### src/core/pwm_regs.vh
// constants for the pwm fault protection control block
// assumes a 32-bit apb master; each register sits in one aligned word
// How it works
// - with limit enabled, delay writes above the limit are dropped
// - eight enable bits gate the eight error inputs
// - input 0 is phase protect, inputs 1..7 are comparators 2..8
// - action code: stop now, stop at period end, shrink-then-stop, shrink
// - codes of inputs 0..3 in action_lo, inputs 4..7 in action_hi
// - active flag is OR of enabled sources, clears when they vanish
// - action fields cannot be written while the active flag is set
// - soft trigger flag bit 5 is set by hardware, only cleared by software
// - bit 4 of status_soft enables the software error bit
// - bits 1..0 of status_soft hold the software error action code
// - polarity bit 0 inverts channels 0 and 2, bit 1 channels 1 and 3
// - buffered 12-bit period; frequency is clock over period plus one
// - live 12-bit counter readable, writes there do nothing
// - channel 0/2 dead time is a buffered 12-bit value
// - unimplemented upper bits read zero, all bits reset to zero
// - dead time lasts value plus one cycles, capped at the duty
// - software error bit acts only while its enable is set
// - run rising clears the counter, falling holds it
`ifndef PWM_FAULT_REGS_VH
`define PWM_FAULT_REGS_VH

`define OFS_ERR_ENABLE     8'h00
`define OFS_ACTION_LO      8'h04
`define OFS_ACTION_HI      8'h08
`define OFS_STATUS_SOFT    8'h0c
`define OFS_POLARITY       8'h10
`define OFS_PERIOD_LOW     8'h14
`define OFS_PERIOD_HIGH    8'h18
`define OFS_DUTY_LOW       8'h1c
`define OFS_DUTY_HIGH      8'h20
`define OFS_COUNTER_LOW    8'h24
`define OFS_COUNTER_HIGH   8'h28
`define OFS_DEADTIME_LOW   8'h2c
`define OFS_DEADTIME_HIGH  8'h30
`define OFS_CONTROL        8'h34
`define OFS_DELAY          8'h38
`define OFS_DELAY_LIMIT    8'h3c
`define OFS_MIN_PERIOD     8'h40

`define BIT_ACTIVE_FLAG    7
`define BIT_SOFT_FLAG      5
`define BIT_SOFT_ENABLE    4
`define BIT_RUN            0
`define BIT_LIMIT_ENABLE   1
`define BIT_SOFT_ERROR     2

`define ACT_STOP_NOW       2'b00
`define ACT_STOP_END       2'b01
`define ACT_SHRINK_STOP    2'b10
`define ACT_SHRINK_ONLY    2'b11

`endif

### src/core/pwm_fault_protection_control.v
// pwm generator core with error protection, polarity and buffered timing
// assumes apb master on the pwm clock; error inputs already synchronous
//
// Register access over APB and the placing of the registers were left to the implementer.
`timescale 1ns/1ps
`default_nettype none
`include "pwm_regs.vh"

module pwm_fault_protection_control
#(
  parameter [11:0] shrink_step = 12'h001
)
(
  input  wire        clock,
  input  wire        srst,
  input  wire        psel,
  input  wire        penable,
  input  wire        pwrite,
  input  wire [7:0]  paddr,
  input  wire [31:0] pwdata,
  output reg  [31:0] prdata,
  output reg         pready,
  output reg         pslverr,
  input  wire        phase_protect_out,
  input  wire [6:0]  overvolt_comp_out,
  output reg  [3:0]  pwm_out,
  output reg         pwm_shutdown
);

  reg  [7:0]  error_source_enable;
  reg  [7:0]  protection_action_lo;
  reg  [7:0]  protection_action_hi;
  reg         soft_trigger_flag;
  reg         soft_trigger_enable;
  reg  [1:0]  soft_action;
  reg         protection_active_flag;
  reg  [1:0]  output_polarity;
  reg  [11:0] period_value;
  reg  [11:0] duty_value;
  reg  [11:0] deadtime_a_value;
  reg         run_control;
  reg         delay_limit_enable;
  reg         software_error_bit;
  reg  [10:0] output_delay_value;
  reg  [10:0] delay_limit;
  reg  [11:0] minimum_period;
  reg  [11:0] counter;
  reg  [11:0] act_period;
  reg  [11:0] act_duty;
  reg  [11:0] act_deadtime;
  reg         run_prev;
  reg         stop_pending;
  reg         soft_prev;

  wire [7:0]  error_input;
  wire [7:0]  err_live;
  wire        soft_live;
  wire        any_live;
  wire        wr_en;
  wire        rd_setup;
  wire        boundary;
  wire        adjusting;
  reg         want_now;
  reg         want_end;
  reg         want_shrink_stop;
  reg         want_shrink;
  reg  [31:0] next_prdata;
  reg         next_err;
  reg  [3:0]  next_pwm;
  integer     i;

  // unpacks the code of one source from the two action registers
  function [1:0] action_of;
    input [2:0] idx;
    input [7:0] lo;
    input [7:0] hi;
    begin
      if (idx[2])
        action_of = hi[{idx[1:0], 1'b0} +: 2];
      else
        action_of = lo[{idx[1:0], 1'b0} +: 2];
    end
  endfunction

  // zero-extends a narrow field into a bus word
  function [31:0] word12;
    input [11:0] v;
    begin
      word12 = {20'h00000, v};
    end
  endfunction

  // comparators 2..8 sit above the phase input in the error vector
  assign error_input = {overvolt_comp_out, phase_protect_out};
  assign err_live    = error_input & error_source_enable;
  assign soft_live   = software_error_bit & soft_trigger_enable;
  assign any_live    = (|err_live) | soft_live;
  assign wr_en       = psel & penable & pwrite;
  assign rd_setup    = psel & ~penable & ~pwrite;
  assign boundary    = (counter >= act_period);
  assign adjusting   = want_shrink | want_shrink_stop;

  // collect the actions demanded by every live source
  // several may be live at once and the harshest one decides the stop
  always @*
  begin
    want_now = 1'b0;
    want_end = 1'b0;
    want_shrink_stop = 1'b0;
    want_shrink = 1'b0;
    for (i = 0; i < 9; i = i + 1)
    begin
      if ((i < 8) ? err_live[i] : soft_live)
      begin
        case ((i < 8) ? action_of(i[2:0], protection_action_lo,
                                  protection_action_hi) : soft_action)
          `ACT_STOP_NOW:    want_now = 1'b1;
          `ACT_STOP_END:    want_end = 1'b1;
          `ACT_SHRINK_STOP: want_shrink_stop = 1'b1;
          `ACT_SHRINK_ONLY: want_shrink = 1'b1;
          default:          want_now = 1'b1;
        endcase
      end
    end
  end

  // read mux and unmapped-address decode
  always @*
  begin
    next_prdata = 32'h00000000;
    next_err = 1'b0;
    case (paddr)
      `OFS_ERR_ENABLE:    next_prdata = {24'h000000, error_source_enable};
      `OFS_ACTION_LO:     next_prdata = {24'h000000, protection_action_lo};
      `OFS_ACTION_HI:     next_prdata = {24'h000000, protection_action_hi};
      `OFS_STATUS_SOFT:   next_prdata = {24'h000000, protection_active_flag,
                                         1'b0, soft_trigger_flag,
                                         soft_trigger_enable, 2'b00,
                                         soft_action};
      `OFS_POLARITY:      next_prdata = {30'h0, output_polarity};
      `OFS_PERIOD_LOW:    next_prdata = {24'h000000, period_value[7:0]};
      `OFS_PERIOD_HIGH:   next_prdata = {28'h0000000, period_value[11:8]};
      `OFS_DUTY_LOW:      next_prdata = {24'h000000, duty_value[7:0]};
      `OFS_DUTY_HIGH:     next_prdata = {28'h0000000, duty_value[11:8]};
      `OFS_COUNTER_LOW:   next_prdata = {24'h000000, counter[7:0]};
      `OFS_COUNTER_HIGH:  next_prdata = {28'h0000000, counter[11:8]};
      `OFS_DEADTIME_LOW:  next_prdata = {24'h000000, deadtime_a_value[7:0]};
      `OFS_DEADTIME_HIGH: next_prdata = {28'h0000000, deadtime_a_value[11:8]};
      `OFS_CONTROL:       next_prdata = {29'h0, software_error_bit,
                                         delay_limit_enable, run_control};
      `OFS_DELAY:         next_prdata = {21'h0, output_delay_value};
      `OFS_DELAY_LIMIT:   next_prdata = {21'h0, delay_limit};
      `OFS_MIN_PERIOD:    next_prdata = word12(minimum_period);
      default:            next_err = 1'b1;
    endcase
  end

  // apb answers with no wait state; read data is captured in setup
  // pready only drops in reset, so a master never waits on this block
  always @(posedge clock)
  begin
    if (srst)
    begin
      prdata  <= 32'h00000000;
      pready  <= 1'b0;
      pslverr <= 1'b0;
    end
    else
    begin
      pready <= 1'b1;
      if (rd_setup)
        prdata <= next_prdata;
      if (psel & ~penable)
        pslverr <= next_err;
    end
  end

  // software-visible registers
  // a locked action code cannot be softened by software while its fault
  // is still being handled
  always @(posedge clock)
  begin
    if (srst)
    begin
      error_source_enable  <= 8'h00;
      protection_action_lo <= 8'h00;
      protection_action_hi <= 8'h00;
      soft_trigger_enable  <= 1'b0;
      soft_action          <= 2'b00;
      output_polarity      <= 2'b00;
      period_value         <= 12'h000;
      duty_value           <= 12'h000;
      deadtime_a_value     <= 12'h000;
      run_control          <= 1'b0;
      delay_limit_enable   <= 1'b0;
      software_error_bit   <= 1'b0;
      output_delay_value   <= 11'h000;
      delay_limit          <= 11'h000;
      minimum_period       <= 12'h000;
    end
    else if (wr_en)
    begin
      case (paddr)
        `OFS_ERR_ENABLE: error_source_enable <= pwdata[7:0];
        `OFS_ACTION_LO:
          if (!protection_active_flag)
            protection_action_lo <= pwdata[7:0];
        `OFS_ACTION_HI:
          if (!protection_active_flag)
            protection_action_hi <= pwdata[7:0];
        `OFS_STATUS_SOFT:
        begin
          soft_trigger_enable <= pwdata[`BIT_SOFT_ENABLE];
          if (!protection_active_flag)
            soft_action <= pwdata[1:0];
        end
        `OFS_POLARITY:      output_polarity <= pwdata[1:0];
        `OFS_PERIOD_LOW:    period_value[7:0] <= pwdata[7:0];
        `OFS_PERIOD_HIGH:   period_value[11:8] <= pwdata[3:0];
        `OFS_DUTY_LOW:      duty_value[7:0] <= pwdata[7:0];
        `OFS_DUTY_HIGH:     duty_value[11:8] <= pwdata[3:0];
        `OFS_DEADTIME_LOW:  deadtime_a_value[7:0] <= pwdata[7:0];
        `OFS_DEADTIME_HIGH: deadtime_a_value[11:8] <= pwdata[3:0];
        `OFS_CONTROL:
        begin
          run_control        <= pwdata[`BIT_RUN];
          delay_limit_enable <= pwdata[`BIT_LIMIT_ENABLE];
          software_error_bit <= pwdata[`BIT_SOFT_ERROR];
        end
        // the limit only guards new writes; a larger stored value stays
        `OFS_DELAY:
          if (!delay_limit_enable || pwdata[10:0] <= delay_limit)
            output_delay_value <= pwdata[10:0];
        `OFS_DELAY_LIMIT:   delay_limit <= pwdata[10:0];
        `OFS_MIN_PERIOD:    minimum_period <= pwdata[11:0];
        default:            minimum_period <= minimum_period;
      endcase
    end
  end

  // protection flags; the hardware set wins over a software clear
  // the active flag trails its sources by one cycle
  always @(posedge clock)
  begin
    if (srst)
    begin
      protection_active_flag <= 1'b0;
      soft_trigger_flag      <= 1'b0;
      soft_prev              <= 1'b0;
    end
    else
    begin
      protection_active_flag <= any_live;
      soft_prev <= soft_live;
      if (soft_live & ~soft_prev)
        soft_trigger_flag <= 1'b1;
      else if (wr_en && paddr == `OFS_STATUS_SOFT &&
               !pwdata[`BIT_SOFT_FLAG])
        soft_trigger_flag <= 1'b0;
    end
  end

  // counter, shadow loading and protection-driven shutdown
  // stop reasons latch until run_control rises again, so a fault that
  // clears by itself never restarts the bridge unasked
  always @(posedge clock)
  begin
    if (srst)
    begin
      counter      <= 12'h000;
      act_period   <= 12'h000;
      act_duty     <= 12'h000;
      act_deadtime <= 12'h000;
      run_prev     <= 1'b0;
      stop_pending <= 1'b0;
      pwm_shutdown <= 1'b0;
    end
    else
    begin
      run_prev <= run_control;
      if (run_control & ~run_prev)
      begin
        counter      <= 12'h000;
        act_period   <= period_value;
        act_duty     <= duty_value;
        act_deadtime <= deadtime_a_value;
        stop_pending <= 1'b0;
        pwm_shutdown <= 1'b0;
      end
      else if (run_control && !pwm_shutdown)
      begin
        if (want_now)
          pwm_shutdown <= 1'b1;
        if (want_end)
          stop_pending <= 1'b1;
        if (boundary)
        begin
          counter <= 12'h000;
          if (stop_pending | want_end)
            pwm_shutdown <= 1'b1;
          else if (want_shrink_stop && act_period < minimum_period)
            pwm_shutdown <= 1'b1;
          // shrinking stops at the floor so the count never wraps
          if (adjusting && act_period > shrink_step)
            act_period <= act_period - shrink_step;
          else if (!adjusting)
            act_period <= period_value;
          // shadows move only here and at run start, so no period mixes old and new values
          act_duty     <= duty_value;
          act_deadtime <= deadtime_a_value;
        end
        else
          counter <= counter + 12'h001;
      end
    end
  end

  // complementary outputs; channel 0/2 waits out the dead time first
  // a stop-now demand darkens the outputs at once, on the same edge
  // that sets pwm_shutdown itself
  always @*
  begin
    next_pwm = 4'h0;
    if (run_control && !pwm_shutdown && !want_now)
    begin
      next_pwm[0] = (counter < act_duty) &&
                    (counter > ((act_deadtime > act_duty) ?
                                act_duty : act_deadtime));
      next_pwm[1] = (counter >= act_duty);
      next_pwm[2] = next_pwm[0];
      next_pwm[3] = next_pwm[1];
      next_pwm = next_pwm ^ {output_polarity[1], output_polarity[0],
                             output_polarity[1], output_polarity[0]};
    end
  end

  // registered so the bridge never sees a combinational glitch
  always @(posedge clock)
  begin
    if (srst)
      pwm_out <= 4'h0;
    else
      pwm_out <= next_pwm;
  end

endmodule
`default_nettype wire

### config.mk
export PLATFORM = sky130hd
export DESIGN_NAME = pwm_fault_protection_control
export DESIGN_NICKNAME = d
export VERILOG_FILES = /design/src/core/pwm_fault_protection_control.v
export VERILOG_INCLUDE_DIRS = /design/src /design/src/core
export SDC_FILE = /design/constraint.sdc
export NUM_CORES = 1
export LEC_CHECK = 0
export BUFFER_PORTS_ARGS = -buffer_cell sky130_fd_sc_hd__buf_2
export CORE_AREA = 2 2 96 168
export DETAILED_ROUTE_END_ITERATION = 6
export DIE_AREA = 0 0 98 170
export GPL_TIMING_DRIVEN = 1
export PLACE_DENSITY = 0.85
export SETUP_SLACK_MARGIN = 0.4
export SLEW_MARGIN = 20
export SYNTH_ARGS = -nofsm -noshare
export SYNTH_HDL_FRONTEND = slang
export SYNTH_SLANG_ARGS = --single-unit
export TNS_END_PERCENT = 30
### constraint.sdc
create_clock -name clock -period 5.3 [get_ports clock]
set_input_delay 0.265 -clock clock [delete_from_list [all_inputs] [get_ports clock]]
set_output_delay 0.265 -clock clock [all_outputs]
set_load 0.01 [all_outputs]
==> results.py, run 1 <==
metrics = {
    "cts": {
        "cts_tree": "yes",
        "cts_num_sinks": 172,
        "cts_setup_buffers": 0,
        "clock_path_buffers": 2,
        "postCtsResizedCells": 0,
        "numCtsBuffers": 17,
        "clk_pin_slew_worst_paths_ns": 0.07,
        "clk_latency_ns": 0.44,
        "cts_root_buf": "clkbuf_16",
        "holdBufCountCts": 0,
        "htreeDepth": 4,
    },
    "sta": {
        "finalSetupViolCount": 0,
        "max_freq_mhz": 239,
        "clock_skew_ns": 0.0108,
        "period_needed_ns": 4.19,
        "hold_violations": 0,
        "rsz0062_at_grt": "no",
        "timing.setup.tns_ns": 0,
        "relSlewSlack": 0.199,
        "worst_pin_slew_ns": 1.19,
        "period_share": 0.791,
        "slew_viol_final": 0,
    },
    "finish": {
        "num-nets-final": 1346,
        "layout-drive-gt1-share": 0.0941,
        "multi_input_area_mm2": 0.00578,
        "register_area_mm2": 0.00344,
        "fin_area_mm2": 0.0106,
        "fillCellCount": 1235,
        "area_growth_pct": 8.32,
        "num_antenna_cells": 0,
    },
    "floorplanning": {
        "ioPinCount": 92,
        "core-area_mm2": 0.0152,
        "start_util": 0.644,
        "fp.dieArea_mm2": 0.0167,
        "die_h_um": 170,
        "rows": 60,
        "dieWidth_um": 98,
    },
    "detailed_routing": {
        "vias": 9502,
        "drt_iter0_drc": 1225,
        "dr.pass1.iters": 6,
        "finalWirelength_mm": 31.2,
        "routed_via_density": 6.70,
        "drc": 0,
        "avgRoutedWirePerCell_um": 22.0,
        "drtAntennaViolNets": 0,
    },
    "critical_path": {
        "cp-end-kind": "flip-flop",
        "crit_path_start": "act_duty[1]$_SDFFE_PP0P_",
        "cp_cell_sequence": "inv_1, ha_1, nor2b_1, o21a_1, o21a_1, o21a_1, a2111oi_0, a21o_1, mux2i_1, ha_1, nor2b_1, o21a_1, o21a_1, o21ai_0, nor4bb_1, o21ai_0, a21oi_1",
        "r2r_start": "act_duty[1]$_SDFFE_PP0P_",
        "arrival_ns": 4.55,
        "slowest_delay_ns": 0.53,
        "cpMostUsedCell": "o21a_1",
        "cp_max_fo": 12,
        "worst_path_max_delay_cell": "a21o_1",
        "cp-start-kind": "flip-flop",
        "critPathKind": "flip-flop to flip-flop",
        "cp.required_ns": 5.66,
    },
    "global_route": {
        "grt_use_total": 0.373,
        "antenna_found_initial": 0,
        "grt_max_degree": 81,
        "grt.busiest_layer": "met2",
        "grt_use_met3": 0.0587,
        "grt_remaining_overflow": 0,
        "grt_util_met1": 0.410,
        "grt_pass1_wl_mm": 48.5,
        "first_global_vias": 9105,
        "use_met2": 0.631,
    },
    "logic_synthesis": {
        "yosys_warnings": 0,
        "synth.area.mux_share": 0.0562,
        "yosysUniqueCellTypes": 72,
        "synth_seq_area_share": 0.351,
        "synth_cells": 1211,
        "yosys.area_share.xor_xnor": 0.0107,
        "synth_top_family_by_area": "simple AND/OR/NAND/NOR gates",
        "synth_edf_count": 0,
        "synthSimpleGateAreaFrac": 0.230,
        "syn_area_mm2": 0.00982,
        "syn-mean-instance-area_um2": 8.11,
        "synthAdderAreaFrac": 0.0930,
        "synth_seq_cells": 172,
        "ys_dominant_reg_cell": "dfxtp_1",
        "synthArstFlopShare": 0,
        "synth_compound_area_frac": 0.190,
    },
    "power_and_ir_drop": {
        "power_frac_comb": 0.046,
        "switching_share": 0.247,
        "p_per_area_mw_per_mm2": 261,
        "leakagePower_nw": 4.20,
        "power_frac_seq": 0.469,
        "vdd_drop_max_v": 0.000205,
        "p_int_mw": 2.09,
        "p_sw_mw": 0.685,
        "clkPwrFrac": 0.486,
    },
    "place": {
        "post_dp_cell_area_mm2": 0.0100,
        "hpwl_mm": 22.6,
        "io_buffers": 51,
        "place_congestion": 0.995,
    },
    "status": {
        "status": "finished clean",
    },
    "hold_path": {
        "hp-class": "input pin to flip-flop",
        "hold_start": "pwdata[11]",
    },
    "flow_run": {
        "max_cap_viol_count": 0,
    },
}
==> flip-flops by register name, indices dropped and copies added, names as in the netlist, 11 cells and up <==
signal / cells
prdata: 12
counter: 12
duty_value: 12
act_period: 12
output_delay_value: 11
delay_limit: 11
act_duty: 12
act_deadtime: 12
period_value: 12
minimum_period: 12
deadtime_a_value: 12
==> stage by stage <==
step	cells	hold WS [ns]	power, mW	setup slack [ns]	util
after detailed placement	1387	0.450	1.45	1.13	0.657
final	1419	0.0588	2.77	1.11	0.698
after floorplan	1230	0.348	1.41	1.76	-
after global routing	1419	0.0829	2.83	0.872	0.698
after CTS	1419	0.0625	2.77	1.10	0.698
after global placement	1387	0.442	1.45	1.23	0.657
==> cell usage in the layout, fill, tap and decap left out, drive strengths merged, types with 7 or more instances in the layout <==
cell type  instances
nor2             109
nor3              16
mux2i             54
inv               66
o211ai            10
a31oi             11
a21oi            125
nand4             26
dfxtp            172
nand3             90
a21o              11
nor2b             10
o21a              10
nand4b            10
xor2               9
nand2b             7
buf               61
nand2            160
a221oi            13
clkbuf            17
a211oi             9
conb              20
a22oi             17
ha                73
a222oi            13
a22o               7
o21ai             17
==> critical path: cells and delay by family (launching register included) <==
family | cells | cell delay, ns
fa+ha+maj | 2 | 0.56
mux | 1 | 0.26
flops | 1 | 0.36
buf+inv | 1 | 0.08
simple gates | 3 | 0.57
compound gates | 10 | 2.29
==> power by group through the flow <==
stage	registers, mW	logic [mW]	clock network (mW)
detailed placement	1.33	0.122	0
floorplan	1.33	0.0812	0
CTS	1.30	0.122	1.34
finish	1.30	0.127	1.35
global route	1.30	0.134	1.39
global placement	1.33	0.121	0
==> path summary, 6_finish.rpt <==
check / endpoint / slack [ns] / depth (start not counted)
worst max register to register: pwm_out[2]$_SDFF_PP0_ / 1.11 / 17
worst min register to register: prdata[11]$_SDFFE_PP0P_ / 0.47 / 2
worst max-delay path: pwm_out[2]$_SDFF_PP0_ / 1.11 / 17
worst min-delay path: minimum_period[11]$_SDFFE_PP0P_ / 0.06 / 3
==> logic make-up (layout without fill, tap and decap cells) <==
| kind of cell | after synthesis | count (layout) |
|---|---|---|
| xor gates and xnor gates | 12 | 12 |
| adders and majority gates | 73 | 73 |
| DFF | 172 | 172 |
| muxes | 55 | 55 |
| and+or+nand+nor | 469 | 469 |
| buffers and inverters | 148 | 151 |
| other | 1 | 20 |
| AOI/OAI and AO/OA | 281 | 281 |
==> metal layers <==
layer	part of all wire	up-vias
li1	-	4358
met4	0.090	0
met3	0.075	173
met1	0.35	4393
met2	0.48	578
met5	0	-
==> cells in the mapped netlist (all sizes together), types with 7 or more instances <==
cell type  number  area share
dfxtp         172        0.35
nand2         160       0.061
a21oi         125       0.064
nor2          109       0.044
nand3          90       0.046
ha             73       0.093
inv            58       0.022
mux2i          54       0.055
buf            45       0.030
clkbuf         45       0.017
nand4          26       0.017
a22oi          17       0.013
o21ai          17      0.0090
nor3           16      0.0082
a221oi         13       0.012
a222oi         13       0.013
a21o           11      0.0084
a31oi          11      0.0070
nand4b         10      0.0089
nor2b          10      0.0064
o211ai         10      0.0076
o21a           10      0.0076
a211oi          9      0.0069
xor2            9      0.0080
a22o            7      0.0062
nand2b          7      0.0045
==> cell type report <==
type                            instances  area share
Clock buffer                           17      0.0400
Sequential cell                       172       0.324
Multi-Input combinational cell        910       0.544
Inverter                               58      0.0205
Clock inverter                         15      0.0188
Tap cell                              186      0.0219
Timing Repair Buffer                   61      0.0313
(Power assumes the default switching activity.)
==> run 2: changes to the inputs <==
Settings changed: CORE_AREA 2 2 96 168 to 2 2 100 175, DIE_AREA 0 0 98 170 to 0 0 102 177, PLACE_DENSITY 0.85 to 0.79.
Clock period 5.3 ns to 4.3 ns, I/O delays scaled along.
==> run 2 against run 1 <==
Effect of this change: clock skew down 0.0011 ns; sequential share of layout area shrank 0.32 points; wire length is 1.2% higher; die area grew 8.4%; final cell count grew 3.9%; clock power grew 9%; largest cell class unchanged; first-iteration DRC count fell by 18%; non-clock buffer count rose by 14; global-route usage is 1.6 points lower; worst setup slack got worse by 0.57 ns; maximum frequency increased by 11%; combinational power up 24%.
==> results.py, run 2 (synthesis results as in run 1) <==
metrics = {
    "sta": {
        "relSlewSlack": 0.217,
        "hold_violations": 0,
        "worst_pin_slew_ns": 1.15,
        "period_needed_ns": 3.76,
        "whs_ns": 0.0118,
        "slew_viol_final": 0,
        "period_share": 0.875,
        "timing.setup.tns_ns": 0,
        "clock_skew_ns": 0.00971,
        "rsz0062_at_grt": "no",
        "max_freq_mhz": 266,
        "finalSetupViolCount": 0,
        "setup_ws_ns": 0.538,
    },
    "critical_path": {
        "cp.required_ns": 4.67,
        "cp_num_buf_inv": 2,
        "arrival_ns": 4.14,
        "cp_max_fo": 4,
        "cp-start-kind": "flip-flop",
        "cpMostUsedCell": "o21a_1",
        "cp-end-kind": "flip-flop",
        "slowest_delay_ns": 0.35,
        "cp_cell_sequence": "inv_1, ha_1, nor2b_1, o21a_1, o21a_1, o21a_1, a2111oi_2, a21o_2, buf_12, mux2i_1, ha_1, a21o_1, a21o_1, a21oi_1, nor2_1, nor4bb_2, o21ai_0, a21oi_1",
        "worst_path_max_delay_cell": "a2111oi_2",
        "critPathKind": "flip-flop to flip-flop",
        "crit_family": "compound AO/OA/AOI/OAI gates",
    },
    "detailed_routing": {
        "vias": 9621,
        "drt_iter0_drc": 1003,
        "avgRoutedWirePerCell_um": 21.4,
        "drtAntennaViolNets": 0,
        "routed_via_density": 6.53,
        "drc": 0,
        "dr.pass1.iters": 7,
        "finalWirelength_mm": 31.5,
    },
    "power_and_ir_drop": {
        "p_per_area_mw_per_mm2": 300,
        "leakagePower_nw": 4.25,
        "vdd_drop_max_v": 0.000340,
    },
    "place": {
        "hpwl_mm": 23.5,
        "place_ws_ns": 0.242,
        "place_congestion": 1.00,
        "io_buffers": 51,
    },
    "finish": {
        "register_area_mm2": 0.00344,
        "layout-drive-gt1-share": 0.106,
        "num-nets-final": 1360,
        "multi_input_area_mm2": 0.00580,
        "area_growth_pct": 9.41,
        "fillCellCount": 1474,
        "num_antenna_cells": 0,
        "final_common_cell": "dfxtp_1",
        "final_cell_mix": "dfxtp_1 (172), nand2_1 (160), a21oi_1 (125)",
    },
    "floorplanning": {
        "dieWidth_um": 102,
        "fp.dieArea_mm2": 0.0181,
        "core-area_mm2": 0.0167,
        "die_h_um": 177,
        "start_util": 0.587,
        "rows": 63,
        "ioPinCount": 92,
    },
    "cts": {
        "cts_num_sinks": 172,
        "clk_latency_ns": 0.44,
        "cts_root_buf": "clkbuf_16",
        "holdBufCountCts": 0,
        "htreeDepth": 4,
        "cts_tree": "yes",
        "clk_pin_slew_worst_paths_ns": 0.07,
        "numCtsBuffers": 17,
        "clock_path_buffers": 2,
    },
    "status": {
        "status": "finished clean",
    },
    "global_route": {
        "antenna_found_initial": 0,
        "grt_remaining_overflow": 0,
        "grt_use_total": 0.357,
        "grt_max_degree": 93,
        "grt_pass1_wl_mm": 49.2,
        "first_global_vias": 9211,
    },
    "hold_path": {
        "hp-class": "input pin to flip-flop",
    },
    "flow_run": {
        "max_cap_viol_count": 0,
    },
}
==> run 2: changes by cell type in the layout (fill, tap and decap cells not counted), moves of 2 or more <==
cell and delta:
bufinv_16 -3, inv_8 -3, clkinvlp_4 -2, clkinv_4 +3, buf_4 +13, clkinv_2 +2
==> run 2: layer usage <==
layer	share of wire	GRT usage	vias up
met4	0.11	0.305	0
met3	0.079	0.0608	203
met2	0.47	0.597	594
met5	0	0	-
met1	0.34	0.379	4422
li1	-	-	4402
==> run 2: worst min-delay path, stage by stage <==
cell,delay (ns)
buf_2,0.10
nand2_1,0.04
a21oi_1,0.05
==> run 2: power breakdown <==
group | switching, mW | internal, mW | leakage, nW
clock network | 0.698 | 0.768 | 0.267
registers | 0.00404 | 1.60 | 1.39
logic | 0.119 | 0.0393 | 2.60
total | 0.821 | 2.41 | 4.25
==> run 2: final timing paths <==
check	start	slack [ns]	end	cells after the start
worst min-delay path	pwdata[11]	0.01	minimum_period[11]$_SDFFE_PP0P_	3
worst max register to register	act_duty[1]$_SDFFE_PP0P_	0.54	pwm_out[2]$_SDFF_PP0_	18
worst min register to register	prdata[11]$_SDFFE_PP0P_	0.46	prdata[11]$_SDFFE_PP0P_	2
worst max-delay path	act_duty[1]$_SDFFE_PP0P_	0.54	pwm_out[2]$_SDFF_PP0_	18
==> run 2: cell type report <==
class                      instances  share of cell area
tap                              227              0.0264
clock inverter                    13             0.00990
sequential                       172               0.321
timing repair buffer              75              0.0419
multi-input combinational        910               0.540
inverter                          58              0.0203
clock buffer                      19              0.0412
==> run 2: timing repair <==
action                     CTS  global route
setup endpoints to repair    1             1
resized for setup            1             3
setup buffers                3             2
==> run 2: metrics by stage <==
stage,std cells,area (um2),power (mW),utilization
2_1_floorplan,1230,9890,1.74,-
6_report,1474,10700,3.23,0.643
3_3_place_gp,1437,10100,1.79,0.606
3_5_place_dp,1437,10100,1.79,0.606
5_1_grt,1474,10700,3.30,0.643
4_1_cts,1472,10700,3.22,0.640
